[config.mk]
export PLATFORM = sky130hd
export DESIGN_NAME = fbgd_top
export DESIGN_NICKNAME = d
export VERILOG_FILES = /design/src/core/fbgd_phase.v /design/src/core/fbgd_sync.v /design/src/core/fbgd_top.v
export VERILOG_INCLUDE_DIRS = /design/src /design/src/pkg
export SDC_FILE = /design/constraint.sdc
export NUM_CORES = 1
export LEC_CHECK = 0
export BUFFER_PORTS_ARGS = -buffer_cell sky130_fd_sc_hd__buf_4
export CAP_MARGIN = 20
export CORE_MARGIN = 4
export CORE_UTILIZATION = 55
export DETAILED_ROUTE_END_ITERATION = 16
export PLACE_DENSITY = 0.84
export SETUP_SLACK_MARGIN = 0.15
export SYNTH_ARGS = -nofsm -noshare
export SYNTH_HDL_FRONTEND = slang
export SYNTH_SLANG_ARGS = --single-unit
[constraint.sdc]
create_clock -name clk -period 2.9 [get_ports clk]
set_clock_uncertainty 0.2 [all_clocks]
set_input_delay 0.29 -clock clk [delete_from_list [all_inputs] [get_ports clk]]
set_output_delay 0.29 -clock clk [all_outputs]
set_load 0.05 [all_outputs]
[src/pkg/fbgd_defines.vh]
`ifndef FBGD_DEFINES_VH
`define FBGD_DEFINES_VH

// clock rate in kHz (20 MHz)
`define FBGD_CLK_KHZ 20000
// charge pump hold-off after wake, microseconds
`define FBGD_WAKE_US 3000
`define FBGD_WAKE_CYC ((`FBGD_WAKE_US * `FBGD_CLK_KHZ) / 1000)
// maximum dead time, nanoseconds
`define FBGD_DEAD_MAX_NS 6000
`define FBGD_DEAD_MAX_CYC ((`FBGD_DEAD_MAX_NS * `FBGD_CLK_KHZ) / 1000000)
// minimum bootstrap charge time, nanoseconds (round up)
`define FBGD_CHG_MIN_NS 7000
`define FBGD_CHG_MIN_CYC ((`FBGD_CHG_MIN_NS * `FBGD_CLK_KHZ + 999999) / 1000000)
// bootstrap charge timeout, microseconds
`define FBGD_CHG_TMO_US 200
`define FBGD_CHG_TMO_CYC ((`FBGD_CHG_TMO_US * `FBGD_CLK_KHZ) / 1000)
// reset pulse time that clears the latched fault, nanoseconds
`define FBGD_RES_PULSE_NS 1000
`define FBGD_RES_PULSE_CYC ((`FBGD_RES_PULSE_NS * `FBGD_CLK_KHZ + 999999) / 1000000)
// sleep entry time after reset input falls, microseconds
`define FBGD_SLEEP_US 1000
`define FBGD_SLEEP_CYC ((`FBGD_SLEEP_US * `FBGD_CLK_KHZ) / 1000)

// dead time select codes
`define FBGD_DT_NONE 2'h0
`define FBGD_DT_RES 2'h1
`define FBGD_DT_MAX 2'h2

// phase sequencer states
`define FBGD_ST_OFF 3'h0
`define FBGD_ST_LOW 3'h1
`define FBGD_ST_HIGH 3'h2
`define FBGD_ST_DEAD 3'h3
`define FBGD_ST_CHG 3'h4

`endif

[src/core/fbgd_phase.v]
`timescale 1ns/1ps
`default_nettype none
`include "fbgd_defines.vh"
module fbgd_phase (
	// clock and reset
	input wire clk,
	input wire rst_n,
	// control
	input wire enable,
	input wire highCmd,
	input wire lowCmd,
	input wire bootLow,
	input wire bootOk,
	input wire [12:0] deadCyc,
	// outputs
	output reg highGate,
	output reg lowGate,
	output reg chargeTimeout
);
	reg [2:0] state_q;
	reg [2:0] target_q;
	reg [12:0] deadCnt_q;
	reg [12:0] sinceOff_q;
	reg [12:0] chgCnt_q;
	reg offHigh_q;
	wire [31:0] chgTmo32 = `FBGD_CHG_TMO_CYC;
	wire [31:0] chgMin32 = `FBGD_CHG_MIN_CYC;
	wire [12:0] chgTmoLast = chgTmo32[12:0] - 13'h1;
	wire [12:0] chgMinLast = chgMin32[12:0] - 13'h1;
	wire wantLow = lowCmd;
	wire wantHigh = highCmd & ~lowCmd;
	wire [2:0] want = wantLow ? `FBGD_ST_LOW : (wantHigh ? `FBGD_ST_HIGH : `FBGD_ST_OFF);
	// dead time only after complementary turn-off
	wire deadArmed = (deadCyc != 13'h0) && (sinceOff_q < deadCyc);
	wire needDeadLow = deadArmed & offHigh_q;
	wire needDeadHigh = deadArmed & ~offHigh_q;

	always @(posedge clk) begin
		if (!rst_n || !enable) begin
			state_q <= `FBGD_ST_OFF;
			target_q <= `FBGD_ST_OFF;
			deadCnt_q <= 13'h0;
			sinceOff_q <= 13'h1fff;
			offHigh_q <= 1'b0;
			chgCnt_q <= 13'h0;
			highGate <= 1'b0;
			lowGate <= 1'b0;
			chargeTimeout <= 1'b0;
		end else begin
			chargeTimeout <= 1'b0;
			if (sinceOff_q != 13'h1fff)
				sinceOff_q <= sinceOff_q + 13'h1;
			case (state_q)
			`FBGD_ST_OFF: begin
				if (want == `FBGD_ST_LOW) begin
					target_q <= `FBGD_ST_LOW;
					state_q <= needDeadLow ? `FBGD_ST_DEAD : `FBGD_ST_LOW;
					deadCnt_q <= 13'h0;
				end else if (want == `FBGD_ST_HIGH) begin
					if (!bootOk) begin
						target_q <= `FBGD_ST_CHG;
						chgCnt_q <= 13'h0;
						state_q <= needDeadLow ? `FBGD_ST_DEAD : `FBGD_ST_CHG;
					end else begin
						target_q <= `FBGD_ST_HIGH;
						state_q <= needDeadHigh ? `FBGD_ST_DEAD : `FBGD_ST_HIGH;
					end
					deadCnt_q <= 13'h0;
				end
			end
			`FBGD_ST_DEAD: begin
				deadCnt_q <= deadCnt_q + 13'h1;
				if (want == `FBGD_ST_OFF)
					state_q <= `FBGD_ST_OFF;
				else if (deadCnt_q + 13'h1 >= deadCyc) begin
					state_q <= target_q;
					chgCnt_q <= 13'h0;
				end
			end
			`FBGD_ST_LOW: begin
				// low command drives low side only
				lowGate <= 1'b1;
				highGate <= 1'b0;
				if (want != `FBGD_ST_LOW) begin
					lowGate <= 1'b0;
					sinceOff_q <= 13'h0;
					offHigh_q <= 1'b0;
					state_q <= `FBGD_ST_OFF;
				end
			end
			`FBGD_ST_HIGH: begin
				highGate <= 1'b1;
				lowGate <= 1'b0;
				if (want != `FBGD_ST_HIGH) begin
					highGate <= 1'b0;
					sinceOff_q <= 13'h0;
					offHigh_q <= 1'b1;
					state_q <= `FBGD_ST_OFF;
				end else if (bootLow) begin
					highGate <= 1'b0;
					sinceOff_q <= 13'h0;
					offHigh_q <= 1'b1;
					target_q <= `FBGD_ST_CHG;
					deadCnt_q <= 13'h0;
					chgCnt_q <= 13'h0;
					state_q <= (deadCyc != 13'h0) ? `FBGD_ST_DEAD : `FBGD_ST_CHG;
				end
			end
			`FBGD_ST_CHG: begin
				// charge until ok and minimum time
				lowGate <= 1'b1;
				highGate <= 1'b0;
				if (chgCnt_q != 13'h1fff)
					chgCnt_q <= chgCnt_q + 13'h1;
				if (want != `FBGD_ST_HIGH) begin
					lowGate <= 1'b0;
					sinceOff_q <= 13'h0;
					offHigh_q <= 1'b0;
					state_q <= `FBGD_ST_OFF;
				end else if (chgCnt_q >= chgTmoLast) begin
					chargeTimeout <= 1'b1;
					lowGate <= 1'b0;
					sinceOff_q <= 13'h0;
					offHigh_q <= 1'b0;
					state_q <= `FBGD_ST_OFF;
				end else if (bootOk && chgCnt_q >= chgMinLast) begin
					lowGate <= 1'b0;
					sinceOff_q <= 13'h0;
					offHigh_q <= 1'b0;
					target_q <= `FBGD_ST_HIGH;
					deadCnt_q <= 13'h0;
					state_q <= (deadCyc != 13'h0) ? `FBGD_ST_DEAD : `FBGD_ST_HIGH;
				end
			end
			default: state_q <= `FBGD_ST_OFF;
			endcase
		end
	end
endmodule
`default_nettype wire

[src/core/fbgd_sync.v]
`timescale 1ns/1ps
`default_nettype none
module fbgd_sync #(
	parameter W = 1
) (
	// clock and reset
	input wire clk,
	input wire rst_n,
	// data
	input wire [W-1:0] asyncIn,
	input wire [W-1:0] resetVal,
	output reg [W-1:0] syncOut
);
	reg [W-1:0] meta_q;

	always @(posedge clk) begin
		if (!rst_n) begin
			meta_q <= resetVal;
			syncOut <= resetVal;
		end else begin
			meta_q <= asyncIn;
			syncOut <= meta_q;
		end
	end
endmodule
`default_nettype wire

[src/core/fbgd_top.v]
`timescale 1ns/1ps
`default_nettype none
`include "fbgd_defines.vh"
// Contract
// - each command drives only its own side's gate, except a high command during bootstrap charge, which drives the low gate
// - both commands high: low side on, high side off
// - both commands low: both gates off
// - sleep input low forces every gate off and enters sleep
// - sleep entry clears all latched faults and the flag
// - after wake, gates stay off until charge pump ready
// - short reset pulse clears the latched bootstrap fault
// - fault line open drain: released if no fault or while asleep, driven low otherwise
// - overtemperature pulls fault low, disables nothing, unlatched
// - regulator undervoltage pulls fault low, disables outputs, unlatched
// - bootstrap low before high-side turn-on: charge via low side first
// - bootstrap low while high side on: start charge cycle
// - charge timeout latches fault, disables outputs until reset input low
// - logic undervoltage resets other faults and disables outputs
// - logic undervoltage active from power-up, unlatched
// - any disabling fault forces all gates low
// - dead time between complementary off and on, shared setting
// - dead time only if on follows complementary off closely
// - dead time: resistor value, maximum, or none
// - charge lasts until bootstrap ok, minimum charge time
// - charge not done in timeout flags bootstrap fault
module fbgd_top #(
	parameter WAKE_CYC = `FBGD_WAKE_CYC,
	parameter SLEEP_CYC = `FBGD_SLEEP_CYC,
	parameter [12:0] RES_DEAD_CYC = 13'h0014
) (
	// clock and reset
	input wire clk,
	input wire rst_n,
	// gate commands
	input wire phase_a_high_cmd,
	input wire phase_a_low_cmd,
	input wire phase_b_high_cmd,
	input wire phase_b_low_cmd,
	input wire reset_sleep_n,
	// configuration
	input wire [1:0] dead_time_select,
	// monitor comparators
	input wire overTemp,
	input wire regUnderVolt,
	input wire logicUnderVolt,
	input wire pumpReady,
	input wire [1:0] bootBelowOn,
	input wire [1:0] bootBelowOff,
	// gate outputs, index 0 phase a
	output wire [1:0] high_gate_out,
	output wire [1:0] low_gate_out,
	output wire gatesActive,
	// fault line
	output wire faultOut,
	output reg faultOe,
	output reg asleep
);
	wire [10:0] sIn;
	wire [10:0] sOut;
	assign sIn = {bootBelowOn, pumpReady, logicUnderVolt, regUnderVolt, overTemp,
		reset_sleep_n, phase_b_low_cmd, phase_b_high_cmd, phase_a_low_cmd, phase_a_high_cmd};
	fbgd_sync #(.W(11)) uSync (
		.clk(clk),
		.rst_n(rst_n),
		.asyncIn(sIn),
		.resetVal(11'h000),
		.syncOut(sOut)
	);
	wire [1:0] hiCmd = {sOut[2], sOut[0]};
	wire [1:0] loCmd = {sOut[3], sOut[1]};
	// sync resets to zero, so the sleep input reads as low
	wire rstIn = ~sOut[4];
	wire otSync = sOut[5];
	wire regUv = sOut[6];
	wire logicUv = sOut[7];
	wire pumpOk = sOut[8];
	wire [1:0] bootOnLow = sOut[10:9];
	reg [1:0] bootOffLow_q;
	wire [31:0] resPulse32 = `FBGD_RES_PULSE_CYC;
	wire [31:0] sleepCyc32 = SLEEP_CYC;
	wire [31:0] wakeCyc32 = WAKE_CYC;
	wire [31:0] deadMax32 = `FBGD_DEAD_MAX_CYC;
	reg [1:0] bootOffMeta_q;

	reg [21:0] lowCnt_q;
	reg [21:0] wakeCnt_q;
	reg awake_q;
	reg bootFault_q;
	reg [1:0] chgHigh_q;

	always @(posedge clk) begin
		if (!rst_n) begin
			bootOffMeta_q <= 2'h0;
			bootOffLow_q <= 2'h0;
		end else begin
			bootOffMeta_q <= bootBelowOff;
			bootOffLow_q <= bootOffMeta_q;
		end
	end

	// sleep entry and wake hold-off
	always @(posedge clk) begin
		if (!rst_n) begin
			lowCnt_q <= 22'h0;
			wakeCnt_q <= 22'h0;
			awake_q <= 1'b0;
			asleep <= 1'b1;
			bootFault_q <= 1'b0;
		end else begin
			if (rstIn) begin
				if (lowCnt_q != 22'h3fffff)
					lowCnt_q <= lowCnt_q + 22'h1;
				if (lowCnt_q + 22'h1 >= resPulse32[21:0])
					bootFault_q <= 1'b0;
				// held low long enough enters sleep
				if (lowCnt_q + 22'h1 >= sleepCyc32[21:0]) begin
					asleep <= 1'b1;
					bootFault_q <= 1'b0;
				end
				awake_q <= 1'b0;
				wakeCnt_q <= 22'h0;
			end else begin
				lowCnt_q <= 22'h0;
				if (asleep) begin
					// hold off until pump ready and time elapsed
					if (wakeCnt_q != 22'h3fffff)
						wakeCnt_q <= wakeCnt_q + 22'h1;
					if (pumpOk && wakeCnt_q + 22'h1 >= wakeCyc32[21:0]) begin
						asleep <= 1'b0;
						awake_q <= 1'b1;
					end
				end else
					awake_q <= 1'b1;
			end
			if (logicUv)
				bootFault_q <= 1'b0;
			else if (|chgHigh_q)
				bootFault_q <= 1'b1;
		end
	end

	reg [12:0] deadCyc;
	always @* begin
		case (dead_time_select)
		`FBGD_DT_NONE: deadCyc = 13'h0;
		`FBGD_DT_RES: deadCyc = RES_DEAD_CYC;
		`FBGD_DT_MAX: deadCyc = deadMax32[12:0];
		default: deadCyc = deadMax32[12:0];
		endcase
	end

	// disabling faults and sleep gate the drives
	wire driveEn = awake_q & ~rstIn & ~regUv & ~logicUv & ~bootFault_q;

	// one sequencer per phase, shared dead time
	genvar p;
	generate
		for (p = 0; p < 2; p = p + 1) begin : gPhase
			fbgd_phase uPhase (
				.clk(clk),
				.rst_n(rst_n),
				.enable(driveEn),
				.highCmd(hiCmd[p]),
				.lowCmd(loCmd[p]),
				.bootLow(bootOffLow_q[p]),
				.bootOk(~bootOnLow[p]),
				.deadCyc(deadCyc),
				.highGate(high_gate_out[p]),
				.lowGate(low_gate_out[p]),
				.chargeTimeout(chgHigh_q[p])
			);
		end
	endgenerate

	assign gatesActive = awake_q;

	always @(posedge clk) begin
		if (!rst_n)
			faultOe <= 1'b1;
		else
			faultOe <= ~asleep & (otSync | regUv | logicUv | bootFault_q);
	end
	assign faultOut = 1'b0;
endmodule
`default_nettype wire

==> impl_metrics.ini <==
[setup_path]
critPathLaunch = gPhase[0].uPhase.deadCnt_q[0]
max_stage_delay_ps = 360
slowest_stage = dfxtp_4
reg2reg_from = gPhase[0].uPhase.deadCnt_q[0]
path_class = flop to flop
cp_data_required_time_ps = 3010
cp-end-kind = flop
cp_top_family = compound AO/OA/AOI/OAI gates
path_cells = ha_4 > and4_4 > nand2_4 > xnor2_4 > ha_4 > a2111oi_4 > o21ai_2 > a22oi_2 > a41oi_2 > o21ai_2 > buf_6 > mux2i_2 > nor2_1
arrival_ps = 3060
critPathMaxFanout = 7
cp.buffers_inverters = 1
start_kind = flop

[placed_design]
gp_congestion = 0.877
dpl-instance-area_um2 = 10000
portBuffers = 23
place_hpwl_mm = 14.5
place_inst = 1381

[sta]
whs_ps = 235
fin_crit_ps = 2950
finalHoldViolCount = 0
fin_crit_sh_pct = 102
rsz0062_at_grt = true
max_freq_ghz = 0.339
postLayoutSetupSlackWorst_ps = -49.1
maxSlewViolCount = 0
finalSetupTns_ps = -128
setup_viol_count_final = 6
slew_headroom_pct = 44.2
worstMarginPinSlew_ps = 836

[power]
p_sw_share_pct = 22.6
p_leak_nw = 4.11
powerDensity_nw_per_um2 = 445
power_frac_seq_pct = 47.9
comb_power_share_pct = 3.7
p_int_mw = 3.87
ir_worst_vdd_mv = 0.455
clkPwrFrac_pct = 48.4
power_mw = 5.00
switchingPower_mw = 1.13

[synthesis]
synth-edff-count = 0
avgSynthCellArea_um2 = 8.14
ys_seq_elements = 172
synth-compound-area-share_pct = 19.8
muxShareOfSynthArea_pct = 1.77
synth.distinct_cells = 76
yosys.area_share.adder_pct = 3.84
synth_ff_type = dfxtp_1
synthCells = 1160
netlist_area_um2 = 9450
synth-xor-area-share_pct = 7.14
synthSimpleGateAreaFrac_pct = 27.2
yosys_warnings = 0
synth_fp_nets = 1206
synth_top_family_by_area = simple AND/OR/NAND/NOR gates
postSynth.asyncResetShare_pct = 0
ys_seq_area_share_pct = 36.4

[die]
core_region_area_um2 = 16700
die_h_um = 139
fp-row-count = 47
die_w_um = 139
die_area_um2 = 19300
initial_core_util_pct = 56.6
io_pins = 25

[route]
postRouteAntennaNets = 0
drtIter0Drc = 702
vias_per_cell = 6.20
drt-wirelength-per-cell_um = 16.1
drt_pass1_iterations = 5
wl_mm = 23.4
drc_errors = 0
vias = 9002

[global_routing]
grt_pass1_vias = 8231
grt_max_degree = 33
grt_usage_pct = 22.8
overflow = 0
antenna_found_initial = 0
grt_pass1_wl_mm = 37.9

[clock_tree]
cts_tree = yes
clock-sinks = 172
htreeDepth = 4
clock_latency_ps = 440
clk_path_buf_depth = 2
clk_pin_slew_ps = 70
cts_made_buffers = 17
cts-root-buf = clkbuf_16

[cells_and_area]
area_delta_synth_final_pct = 18.8
drive_above_1_share_pct = 16.4
fin_area_um2 = 11200
mostFrequentLayoutCell = dfxtp_1
final_cell_mix = 160 x dfxtp_1, 105 x nor2_1, 100 x nand2_1, 82 x buf_4, 78 x a21oi_1
n_fill_cell = 1276
layout.nets = 1264
fin_cells = 1451
diodes = 0

[run_status]
status = finished with violations
violations = setup timing

[hold_path]
hold_path_class = flop to flop
min_from = uSync.meta_q[2]

[flow_run]
max-cap-violations = 0
[layer usage]
| layer | vias up | GRT usage, % | part of all wire, % |
|---|---|---|---|
| li1 | 4356 | - | - |
| met1 | 4264 | 29.3 | 43 |
| met2 | 329 | 38.1 | 49 |
| met3 | 53 | 4.66 | 5.8 |
| met4 | 0 | 7.98 | 2.2 |
| met5 | - | 0 | 0 |
[metrics by stage]
stage | setup slack, ps | utilization [%]
floorplan | 76.4 | -
global placement | 75.9 | 59.9
detailed placement | -33.5 | 59.9
CTS | 61.3 | 65.3
global route | -180 | 67.2
finish | -49.1 | 67.2
[final timing paths]
path                                                      to  slack [ps]  cells past startpoint
worst max-delay path            gPhase[0].uPhase.chgCnt_q[0]         -50                     13
worst min register to register              uSync.syncOut[2]         240                      1
worst max register to register  gPhase[0].uPhase.chgCnt_q[0]         -50                     13
worst min-delay path                        uSync.syncOut[2]         240                      1
[synth_stat cells, drive strengths merged, types with 7 or more instances]
| cell | number | share of area [%] |
|---|---|---|
| ha | 29 | 3.8 |
| nor2b | 12 | 0.79 |
| xor2 | 37 | 3.4 |
| or4 | 10 | 0.79 |
| a211oi | 12 | 0.95 |
| nand2 | 104 | 4.1 |
| buf | 18 | 1.1 |
| o31ai | 8 | 0.64 |
| clkbuf | 47 | 1.9 |
| nor2 | 108 | 4.3 |
| and3 | 20 | 1.3 |
| a41oi | 7 | 0.73 |
| a31oi | 17 | 1.1 |
| and2 | 35 | 2.3 |
| nor3 | 36 | 1.9 |
| o21ai | 80 | 4.3 |
| nand3 | 56 | 3.0 |
| nand4 | 33 | 2.5 |
| dfxtp | 172 | 36 |
| and4 | 10 | 0.93 |
| xnor2 | 40 | 3.7 |
| or3 | 18 | 1.2 |
| nor4 | 15 | 1.3 |
| nand2b | 7 | 0.46 |
| inv | 19 | 0.75 |
| mux2i | 13 | 1.4 |
| or2 | 7 | 0.46 |
| o211ai | 12 | 0.95 |
| a21oi | 82 | 4.5 |
[worst reg2reg max path: cells and delay by family (launching register included)]
family	cells	cell delay, ps
AO/OA/AOI/OAI	5	950
XOR/XNOR	1	160
adder cells (fa/ha/maj)	2	350
buffers and inverters	1	180
flip-flops	1	360
multiplexers	1	220
AND/OR/NAND/NOR	3	400
[logic make-up (layout without fill, tap and decap cells)]
| kind of cell | count (synthesis) | after routing |
|---|---|---|
| and+or+nand+nor | 489 | 489 |
| buffers and inverters | 84 | 155 |
| xor gates and xnor gates | 77 | 77 |
| adders and majority gates | 29 | 29 |
| AOI/OAI and AO/OA | 292 | 292 |
| other | 1 | 1 |
| DFF | 172 | 172 |
| muxes | 16 | 16 |
[state kept, by name (all words and copies together) (netlist names), 2 cells and up]
name                         flops
gPhase.uPhase.deadCnt_q         26
uSync.meta_q                    11
wakeCnt_q                       22
gPhase.uPhase.highGate           2
bootOffLow_q                     2
bootOffMeta_q                    2
gPhase.uPhase.sinceOff_q        26
gPhase.uPhase.state_q            6
gPhase.uPhase.target_q           6
gPhase.uPhase.chargeTimeout      2
uSync.syncOut                   11
gPhase.uPhase.lowGate            2
lowCnt_q                        22
gPhase.uPhase.offHigh_q          2
gPhase.uPhase.chgCnt_q          26
[power groups by stage]
| stage | sequential (mW) | combinational, mW | clock [mW] |
|---|---|---|---|
| 5_1_grt | 2.40 | 0.201 | 2.55 |
| 3_5_place_dp | 2.45 | 0.149 | 0 |
| 6_report | 2.40 | 0.184 | 2.42 |
| 3_3_place_gp | 2.45 | 0.143 | 0 |
| 4_1_cts | 2.40 | 0.170 | 2.45 |
| 2_1_floorplan | 2.45 | 0.101 | 0 |
[layout make-up]
cell class                 instances  area, µm²  area share, %
clock buffer                      19        443           3.95
clock inverter                    13        178           1.58
inverter                          19       71.3          0.635
multi-input combinational        904       5930           52.8
sequential                       172       3470           30.9
tap                              220        275           2.45
timing repair buffer             104        857           7.64
[what timing repair did]
| item | CTS | global route |
|---|---|---|
| hold endpoints to repair | 15 | 0 |
| gates resized for setup | 12 | 59 |
| gates cloned | 2 | 2 |
| pin swaps | 12 | 22 |
| buffers inserted | 11 | 9 |
| setup endpoints to repair | 27 | 78 |
| hold buffers | 14 | 0 |
Note: power is estimated with default switching activity, not from simulation.
